===== src/sra_pkg.sv =====
package sra_pkg;

   // ==========================================================
   // Parameter encodings and limits
   localparam logic [13:0] SRA_UNSET         = 14'h270f;
   localparam logic [13:0] SRA_REF_MAX       = 14'h01f4;
   localparam logic [13:0] SRA_RATIO_MAX     = 14'h00c8;
   localparam logic [13:0] SRA_DEF_RATIO     = 14'h0096;
   localparam logic [27:0] SRA_PCT_DIV       = 28'h0000064;

   localparam logic [7:0]  SRA_MODE_NORMAL   = 8'h00;
   localparam logic [7:0]  SRA_MODE_SHORT    = 8'h01;
   localparam logic [7:0]  SRA_MODE_SHORT_BR = 8'h0b;
   localparam logic [7:0]  SRA_MODE_BRSEQ1   = 8'h07;
   localparam logic [7:0]  SRA_MODE_BRSEQ2   = 8'h08;

   localparam logic [1:0]  SRA_DIR_BOTH      = 2'h0;
   localparam logic [1:0]  SRA_DIR_ACC       = 2'h1;
   localparam logic [1:0]  SRA_DIR_DEC       = 2'h2;

   // ==========================================================
   // Reset values
   localparam logic [7:0]  SRA_MODE_RST      = SRA_MODE_NORMAL;
   localparam logic [1:0]  SRA_DIR_RST       = SRA_DIR_BOTH;
   localparam logic [13:0] SRA_PARAM_RST     = SRA_UNSET;

   // ==========================================================
   // Shortest ramp base times, in 0.01 s units
   localparam logic [15:0] SRA_SHORT_ACC_TIME = 16'h0032;
   localparam logic [15:0] SRA_SHORT_DEC_TIME = 16'h0064;
   localparam logic [15:0] SRA_SHORT_DEC_BR   = 16'h0032;

   localparam int          SRA_SYNC_STAGES   = 2;

   typedef enum logic [1:0] {
      RAMP_IDLE,
      RAMP_CONST,
      RAMP_ACC,
      RAMP_DEC
   } sra_ramp_type;

   // ==========================================================
   // Shared decoders
   function automatic logic [13:0] sra_pick(input logic [13:0] value, input logic [13:0] fallback);
      return (value == SRA_UNSET) ? fallback : value;
   endfunction

   function automatic logic sra_in_range(input logic [13:0] value, input logic [13:0] limit);
      return (value <= limit) || (value == SRA_UNSET);
   endfunction

   function automatic logic sra_is_shortest(input logic [7:0] mode);
      return (mode == SRA_MODE_SHORT) || (mode == SRA_MODE_SHORT_BR);
   endfunction

endpackage


===== src/sra_ramp_ctrl.sv =====
`timescale 1ns/1ps
module sra_ramp_ctrl
   import sra_pkg::*;
(
   // Clock and reset
   input  wire logic        mclk_in,
   input  wire logic        sys_rst_in,
   // Parameter writes
   input  wire logic [13:0] param_wdata_in,
   input  wire logic        wr_mode_in,
   input  wire logic        wr_dir_in,
   input  wire logic        wr_ref_in,
   input  wire logic        wr_acc_ratio_in,
   input  wire logic        wr_dec_ratio_in,
   // Settings held elsewhere
   input  wire logic [15:0] accel_time_setting_in,
   input  wire logic [15:0] decel_time_setting_in,
   input  wire logic [13:0] constant_speed_stall_level_in,
   input  wire logic [13:0] rated_current_in,
   // Drive status
   input  wire logic        running_in,
   input  wire logic        accel_in,
   input  wire logic        decel_in,
   input  wire logic [15:0] load_current_in,
   // External pins
   input  wire logic        jog_in,
   input  wire logic        second_function_select_in,
   // Settings readback
   output logic      [7:0]  auto_ramp_mode_select_out,
   output logic      [1:0]  ramp_direction_select_out,
   output logic      [13:0] stall_reference_current_out,
   output logic      [13:0] accel_limit_ratio_out,
   output logic      [13:0] decel_limit_ratio_out,
   // Ramp control
   output logic      [15:0] ramp_time_out,
   output logic             shortest_ramp_out,
   output logic             ramp_hold_out,
   output logic      [15:0] stall_level_out,
   output logic      [1:0]  brake_sequence_out,
   output logic             jog_grant_out,
   output logic             second_function_grant_out
);

   // ==========================================================
   // Pin synchronisers
   logic [1:0] pin_raw;
   wire  [1:0] pin_sync;

   assign pin_raw = {second_function_select_in, jog_in};

   // One flop pair per pin, each pair owning its own registers
   genvar gi;
   generate
      for (gi = 0; gi < $bits(pin_raw); gi++) begin : g_sync
         logic sync1_q;
         logic sync2_q;
         always_ff @(posedge mclk_in) begin
            if (sys_rst_in) begin
               sync1_q <= 1'b0;
               sync2_q <= 1'b0;
            end else begin
               sync1_q <= pin_raw[gi];
               sync2_q <= sync1_q;
            end
         end
         assign pin_sync[gi] = sync2_q;
      end
   endgenerate

   wire jog_s = pin_sync[0];
   wire sfs_s = pin_sync[1];

   // ==========================================================
   // Parameter store
   logic [7:0]  mode_q;
   logic [1:0]  dir_q;
   logic [13:0] ref_q;
   logic [13:0] acc_ratio_q;
   logic [13:0] dec_ratio_q;
   logic [7:0]  mode_d;
   logic [1:0]  dir_d;
   logic [13:0] ref_d;
   logic [13:0] acc_ratio_d;
   logic [13:0] dec_ratio_d;

   wire [7:0] wmode = param_wdata_in[7:0];
   wire mode_ok = (param_wdata_in[13:8] == 6'h00) &&
                  ((wmode == SRA_MODE_NORMAL) || sra_is_shortest(wmode) ||
                   (wmode == SRA_MODE_BRSEQ1) || (wmode == SRA_MODE_BRSEQ2));
   wire mode_change = wr_mode_in && mode_ok && (wmode != mode_q);
   wire dir_ok = (param_wdata_in <= 14'(SRA_DIR_DEC));
   wire ref_ok = sra_in_range(param_wdata_in, SRA_REF_MAX);
   wire ratio_ok = sra_in_range(param_wdata_in, SRA_RATIO_MAX);

   // A mode change beats a same-cycle write to the dependent settings
   assign mode_d      = mode_change ? wmode : mode_q;
   assign dir_d       = (wr_dir_in && dir_ok) ? param_wdata_in[1:0] : dir_q;
   assign ref_d       = mode_change ? SRA_UNSET :
                        (wr_ref_in && ref_ok) ? param_wdata_in : ref_q;
   assign acc_ratio_d = mode_change ? SRA_UNSET :
                        (wr_acc_ratio_in && ratio_ok) ? param_wdata_in : acc_ratio_q;
   assign dec_ratio_d = mode_change ? SRA_UNSET :
                        (wr_dec_ratio_in && ratio_ok) ? param_wdata_in : dec_ratio_q;

   always_ff @(posedge mclk_in) begin
      if (sys_rst_in) begin
         mode_q      <= SRA_MODE_RST;
         dir_q       <= SRA_DIR_RST;
         ref_q       <= SRA_PARAM_RST;
         acc_ratio_q <= SRA_PARAM_RST;
         dec_ratio_q <= SRA_PARAM_RST;
      end else begin
         mode_q      <= mode_d;
         dir_q       <= dir_d;
         ref_q       <= ref_d;
         acc_ratio_q <= acc_ratio_d;
         dec_ratio_q <= dec_ratio_d;
      end
   end

   // ==========================================================
   // Stall levels
   wire [13:0] ref_eff = sra_pick(ref_q, rated_current_in);
   logic [15:0] acc_level;
   logic [15:0] dec_level;
   logic [15:0] const_level;

   sra_stall_level u_acc_level (
      .mclk_in     (mclk_in),
      .sys_rst_in  (sys_rst_in),
      .ref_amps_in (ref_eff),
      .ratio_in    (acc_ratio_q),
      .level_out   (acc_level)
   );

   sra_stall_level u_dec_level (
      .mclk_in     (mclk_in),
      .sys_rst_in  (sys_rst_in),
      .ref_amps_in (ref_eff),
      .ratio_in    (dec_ratio_q),
      .level_out   (dec_level)
   );

   sra_stall_level u_const_level (
      .mclk_in     (mclk_in),
      .sys_rst_in  (sys_rst_in),
      .ref_amps_in (rated_current_in),
      .ratio_in    (constant_speed_stall_level_in),
      .level_out   (const_level)
   );

   // ==========================================================
   // Jog and second function arbitration
   logic override_q;
   logic override_d;
   logic jog_grant_q;
   logic sfs_grant_q;

   wire auto_sel     = sra_is_shortest(mode_q);
   wire stopped      = !running_in;
   wire any_req      = jog_s || sfs_s;
   wire eff_shortest = auto_sel && !override_q;
   // A request seen while stopped latches normal mode until the drive stops with both released
   assign override_d = (stopped && auto_sel && any_req) ? 1'b1 :
                       (stopped && !any_req) ? 1'b0 : override_q;
   wire block_req    = running_in && eff_shortest;

   always_ff @(posedge mclk_in) begin
      if (sys_rst_in) begin
         override_q  <= 1'b0;
         jog_grant_q <= 1'b0;
         sfs_grant_q <= 1'b0;
      end else begin
         override_q  <= override_d;
         jog_grant_q <= jog_s && !block_req;
         sfs_grant_q <= sfs_s && !block_req;
      end
   end

   // ==========================================================
   // Ramp tracking
   sra_ramp_type state_q;
   sra_ramp_type state_d;

   always_comb begin
      case (state_q)
         RAMP_IDLE,
         RAMP_CONST,
         RAMP_ACC,
         RAMP_DEC: begin
            if (!running_in) begin
               state_d = RAMP_IDLE;
            end else if (accel_in) begin
               state_d = RAMP_ACC;
            end else if (decel_in) begin
               state_d = RAMP_DEC;
            end else begin
               state_d = RAMP_CONST;
            end
         end
         default: begin
            state_d = RAMP_IDLE;
         end
      endcase
   end

   wire acc_start = (state_d == RAMP_ACC) && (state_q != RAMP_ACC);
   wire dec_start = (state_d == RAMP_DEC) && (state_q != RAMP_DEC);
   wire acc_allow = (dir_q == SRA_DIR_BOTH) || (dir_q == SRA_DIR_ACC);
   wire dec_allow = (dir_q == SRA_DIR_BOTH) || (dir_q == SRA_DIR_DEC);
   wire short_acc = eff_shortest && acc_allow;
   wire short_dec = eff_shortest && dec_allow;
   wire [15:0] short_dec_time = (mode_q == SRA_MODE_SHORT_BR) ? SRA_SHORT_DEC_BR
                                                             : SRA_SHORT_DEC_TIME;

   // Settings are only read here; the chosen time is latched per ramp
   wire [15:0] acc_time = short_acc ? SRA_SHORT_ACC_TIME : accel_time_setting_in;
   wire [15:0] dec_time = short_dec ? short_dec_time : decel_time_setting_in;

   logic [15:0] ramp_time_q;
   logic        shortest_q;
   logic        hold_q;
   logic [15:0] level_q;
   logic [1:0]  brake_q;

   wire in_ramp = (state_q == RAMP_ACC) || (state_q == RAMP_DEC);
   wire [15:0] level_sel = (shortest_q && (state_q == RAMP_ACC)) ? acc_level :
                           (shortest_q && (state_q == RAMP_DEC)) ? dec_level : const_level;
   // A shortest ramp pauses while current is at the limit, so real ramp time tracks load
   wire hold_d = in_ramp && shortest_q && (load_current_in >= level_sel);

   always_ff @(posedge mclk_in) begin
      if (sys_rst_in) begin
         state_q     <= RAMP_IDLE;
         ramp_time_q <= 16'h0000;
         shortest_q  <= 1'b0;
         hold_q      <= 1'b0;
         level_q     <= 16'h0000;
         brake_q     <= 2'h0;
      end else begin
         state_q <= state_d;
         if (acc_start) begin
            ramp_time_q <= acc_time;
            shortest_q  <= short_acc;
         end else if (dec_start) begin
            ramp_time_q <= dec_time;
            shortest_q  <= short_dec;
         end
         hold_q  <= hold_d;
         level_q <= level_sel;
         brake_q <= {mode_q == SRA_MODE_BRSEQ2, mode_q == SRA_MODE_BRSEQ1};
      end
   end

   // ==========================================================
   // Outputs
   assign auto_ramp_mode_select_out   = mode_q;
   assign ramp_direction_select_out   = dir_q;
   assign stall_reference_current_out = ref_q;
   assign accel_limit_ratio_out       = acc_ratio_q;
   assign decel_limit_ratio_out       = dec_ratio_q;
   assign ramp_time_out               = ramp_time_q;
   assign shortest_ramp_out           = shortest_q;
   assign ramp_hold_out               = hold_q;
   assign stall_level_out             = level_q;
   assign brake_sequence_out          = brake_q;
   assign jog_grant_out               = jog_grant_q;
   assign second_function_grant_out   = sfs_grant_q;
endmodule


===== src/sra_stall_level.sv =====
`timescale 1ns/1ps
module sra_stall_level
   import sra_pkg::*;
(
   // Clock and reset
   input  wire logic        mclk_in,
   input  wire logic        sys_rst_in,
   // Reference and ratio
   input  wire logic [13:0] ref_amps_in,
   input  wire logic [13:0] ratio_in,
   // Level in amps
   output logic      [15:0] level_out
);

   // ==========================================================
   // Level = reference * ratio / 100
   logic [15:0] level_q;
   wire  [13:0] ratio_eff;
   wire  [27:0] product;
   wire  [27:0] scaled;

   assign ratio_eff = sra_pick(ratio_in, SRA_DEF_RATIO);
   assign product   = 28'(ref_amps_in) * 28'(ratio_eff);
   // Constant divider; one cycle of latency keeps it off the compare path
   assign scaled    = product / SRA_PCT_DIV;

   always_ff @(posedge mclk_in) begin
      if (sys_rst_in) begin
         level_q <= 16'h0000;
      end else begin
         level_q <= scaled[15:0];
      end
   end

   assign level_out = level_q;

endmodule


===== config.mk =====
export PLATFORM = sky130hd
export DESIGN_NAME = sra_ramp_ctrl
export DESIGN_NICKNAME = d
export VERILOG_FILES = /design/src/sra_pkg.sv /design/src/sra_ramp_ctrl.sv /design/src/sra_stall_level.sv
export SDC_FILE = /design/constraint.sdc
export NUM_CORES = 2
export LEC_CHECK = 0
export BUFFER_PORTS_ARGS = -buffer_cell sky130_fd_sc_hd__buf_2
export CAP_MARGIN = 20
export CELL_PAD_IN_SITES_DETAIL_PLACEMENT = 0
export CELL_PAD_IN_SITES_GLOBAL_PLACEMENT = 2
export CORE_ASPECT_RATIO = 1.1
export CORE_UTILIZATION = 42
export CTS_CLUSTER_DIAMETER = 200
export DETAILED_ROUTE_END_ITERATION = 10
export PLACE_DENSITY = 0.93
export RECOVER_POWER = 50
export SETUP_SLACK_MARGIN = 0.05
export SLEW_MARGIN = 30
export SYNTH_ARGS = -nofsm -noshare
export SYNTH_HDL_FRONTEND = slang
export SYNTH_SLANG_ARGS = --single-unit

===== constraint.sdc =====
create_clock -name mclk_in -period 54.7 [get_ports mclk_in]
set_input_delay 8.205 -clock mclk_in [delete_from_list [all_inputs] [get_ports mclk_in]]
set_output_delay 8.205 -clock mclk_in [all_outputs]
set_load 0.005 [all_outputs]

==> flow_summary.json <==
{
  "synth-seq-cells": 145,
  "drive_above_1_share_pct": 8.380,
  "arrival_ns": 31.28,
  "avgViaCountPerCell": 6.028,
  "clk_latency_ns": 0.46,
  "finish.instance_area_sq_um": 43030,
  "vias": 39060,
  "dr.pass1.iters": 5,
  "die_y_um": 327.7,
  "dieWidth_um": 298.1,
  "num_rows": 119,
  "fin_tns_setup_ns": 0,
  "first_global_vias": 37760,
  "die_area_sq_um": 97670,
  "core_area_sq_um": 95590,
  "synthCells": 5170,
  "yosysSeqAreaShare_pct": 7.168,
  "setup_viol": 0,
  "multi_input_area_sq_um": 34910,
  "io_pins": 192,
  "worst_pin_slew_ns": 3.127,
  "synth-edff-count": 0,
  "synth_nets": 5987,
  "grt_overflow": 0,
  "fin_util_pct": 45.01,
  "yosys_warnings": 0,
  "clock-root-buffer": "clkbuf_16",
  "regArea_sq_um": 2903,
  "fill_cells": 9852,
  "reg2reg_depth": 72,
  "crit_fanout": 54,
  "cts.sinks": 145,
  "grt_max_degree": 64,
  "synthArstFlopShare_pct": 0,
  "endpoint": "u_const_level.level_out[0]$_SDFF_PP0_",
  "post-route-period-util_pct": 56.62,
  "grtUsageTotal_pct": 25.40,
  "criticalPathCategory": "input port to flop",
  "finalClockSkew_ns": 0.01833,
  "endpoint_kind": "flop",
  "finalHoldViolations": 0,
  "routed_wl_mm": 126.8,
  "grt_antenna_before_repair": 2,
  "clock_path_buffers": 2,
  "cts_hold_buf": 0,
  "dp_hpwl_mm": 101.8,
  "synthFlopType": "dfxtp_1",
  "grt_pass1_wl_mm": 204.0,
  "place.gp.congestion": 0.9021,
  "min_period_ns": 30.97,
  "startpoint": "constant_speed_stall_level_in[12]",
  "crit_family": "compound AO/OA/AOI/OAI gates",
  "cts_tree": "done",
  "rsz0062_at_grt": "false",
  "h-tree-depth": 4,
  "status": "complete, but fails checks",
  "placed_area_sq_um": 42410,
  "numPortBuffers": 191,
  "post_cts_buffers": 0,
  "area_growth_pct": 6.247,
  "critPathLaunchType": "input port",
  "reg2reg_slack_ns": 31.08,
  "syn_area_sq_um": 40500,
  "worst-path-stages": 71,
  "nets": 6007,
  "drt_iter0_drc": 2853,
  "slowest_stage": "or4b_4",
  "clk_pin_slew_ns": 0.07,
  "path_buf_inv": 5,
  "drc_errors": 0,
  "cts_resized": 0,
  "reg2reg_from": "stall_reference_current_out[3]$_SDFFE_PP1P_",
  "fmax_mhz": 32.29,
  "worstHoldPathType": "flop to flop",
  "critical_path.max_stage_delay_ns": 0.76,
  "violations": "max-capacitance violations, max-slew violations",
  "cap_violations": 1,
  "cts_buffers": 17,
  "finalMaxSlewViolations": 64,
  "crit_path_frequent_cell": "fa_1",
  "relSlewSlack_pct": -108.4,
  "final_antenna_net_count": 0,
  "reg2reg_to": "u_acc_level.level_out[0]$_SDFF_PP0_",
  "ys_types": 148,
  "crit_required_ns": 55.01,
  "initial_core_util_pct": 42.37,
  "syn_avg_cell_area_sq_um": 7.833,
  "routedWlPerCell_um": 19.57
}
-- worst reg2reg max path, delay by kind of cell (launching register included) --
kind                     cells  cell delay, ns
multiplexers                 2            0.97
flip-flops                   1            0.55
buffers and inverters        6            0.57
AND/OR/NAND/NOR             14            5.17
AO/OA/AOI/OAI               40           11.55
XOR/XNOR                     2            0.79
adder cells (fa/ha/maj)      8            3.84
-- synth_stat cells (23+ instances only) --
| master | count | area [sq um] |
|---|---|---|
| buf_2 | 47 | 235.2 |
| o21ai_1 | 58 | 290.3 |
| nand4_1 | 41 | 256.5 |
| a21oi_1 | 257 | 1286 |
| a211oi_1 | 60 | 450.4 |
| nor2b_1 | 50 | 312.8 |
| dfxtp_1 | 145 | 2903 |
| nand3_1 | 136 | 680.7 |
| or3_1 | 25 | 156.4 |
| o31a_1 | 23 | 201.4 |
| clkbuf_1 | 172 | 645.6 |
| xor2_1 | 60 | 525.5 |
| nand2b_1 | 40 | 250.2 |
| xnor2_1 | 133 | 1165 |
| o211ai_1 | 56 | 420.4 |
| o21ai_0 | 155 | 775.7 |
| fa_1 | 423 | 8468 |
| and2_1 | 174 | 1089 |
| o21a_1 | 66 | 495.5 |
| a211o_1 | 29 | 254.0 |
| o2111ai_1 | 23 | 201.4 |
| o31ai_1 | 29 | 217.7 |
| a21o_1 | 102 | 765.7 |
| nand2_1 | 563 | 2113 |
| mux2i_1 | 91 | 910.9 |
| inv_1 | 483 | 1813 |
| nor3_1 | 112 | 560.5 |
| o21bai_1 | 26 | 195.2 |
| nor2_1 | 475 | 1783 |
| a31oi_1 | 59 | 369.1 |
| nor4_1 | 34 | 212.7 |
| and3_1 | 102 | 638.1 |
| ha_1 | 292 | 3654 |
| o22ai_1 | 28 | 175.2 |
-- area by class of cell --
class / instances / area share [%]
inverters: 484 / 4.222
repair buffers: 229 / 2.716
multi-input cells: 4313 / 81.14
flip-flops and latches: 145 / 6.746
well taps: 1270 / 3.693
diodes: 6 / 0.03489
clock inverters: 15 / 0.4565
clock buffers: 17 / 0.9887
-- stage by stage --
step | cells | worst slack, ns | hold slack, ns
floorplan | 5170 | 27.59 | 0.4138
CTS | 6472 | 23.79 | 0.4454
global route | 6475 | 22.12 | 0.4682
detailed placement | 6440 | 23.37 | 0.4275
global placement | 6440 | 22.95 | 0.4250
finish | 6479 | 23.73 | 0.4428
-- layout by cell type, fill, tap and decap left out, drive strengths merged, types with 117 or more instances in the layout --
cell,synthesis,routed
nand2,566,566
inv,484,490
nor2,480,480
fa,423,423
ha,292,292
a21oi,275,275
o21ai,219,219
and2,186,186
buf,56,175
dfxtp,145,145
xnor2,142,142
nand3,138,138
nor3,117,117
-- worst min path at each step --
stage                                   end                    startpoint  depth (start not counted)
2_1_floorplan  g_sync[0].sync2_q$_SDFF_PP0_  g_sync[0].sync1_q$_SDFF_PP0_                          1
3_3_place_gp   g_sync[1].sync2_q$_SDFF_PP0_  g_sync[1].sync1_q$_SDFF_PP0_                          1
3_5_place_dp   g_sync[1].sync2_q$_SDFF_PP0_  g_sync[1].sync1_q$_SDFF_PP0_                          1
4_1_cts        g_sync[1].sync2_q$_SDFF_PP0_  g_sync[1].sync1_q$_SDFF_PP0_                          1
5_1_grt        g_sync[0].sync2_q$_SDFF_PP0_  g_sync[0].sync1_q$_SDFF_PP0_                          1
6_report       g_sync[1].sync2_q$_SDFF_PP0_  g_sync[1].sync1_q$_SDFF_PP0_                          1
-- metal layers --
metal	GRT usage (%)	part of all wire [%]
met1	33.55	44
met2	43.97	49
met3	2.831	5.4
met4	6.377	2.4
met5	0	0
-- flip-flops by register name (all words and copies together), names as in the netlist, 8 cells and up --
register and count:
stall_level_out 16, ramp_time_out 16, decel_limit_ratio_out 14, u_const_level.level_out 16, u_dec_level.level_out 16, u_acc_level.level_out 16, stall_reference_current_out 14, accel_limit_ratio_out 14
auto_ramp_mode_select_out 8
-- kinds of logic after synthesis --
kind of cell | share of synthesized area (%)
and+or+nand+nor | 22.91
AOI/OAI and AO/OA | 25.26
adders and majority gates | 30.16
buffers and inverters | 6.846
xor gates and xnor gates | 4.671
DFF | 7.168
muxes | 2.978
Power is not shown: default switching activity piles up to over one toggle a cycle in this logic, so the estimate is an artifact.
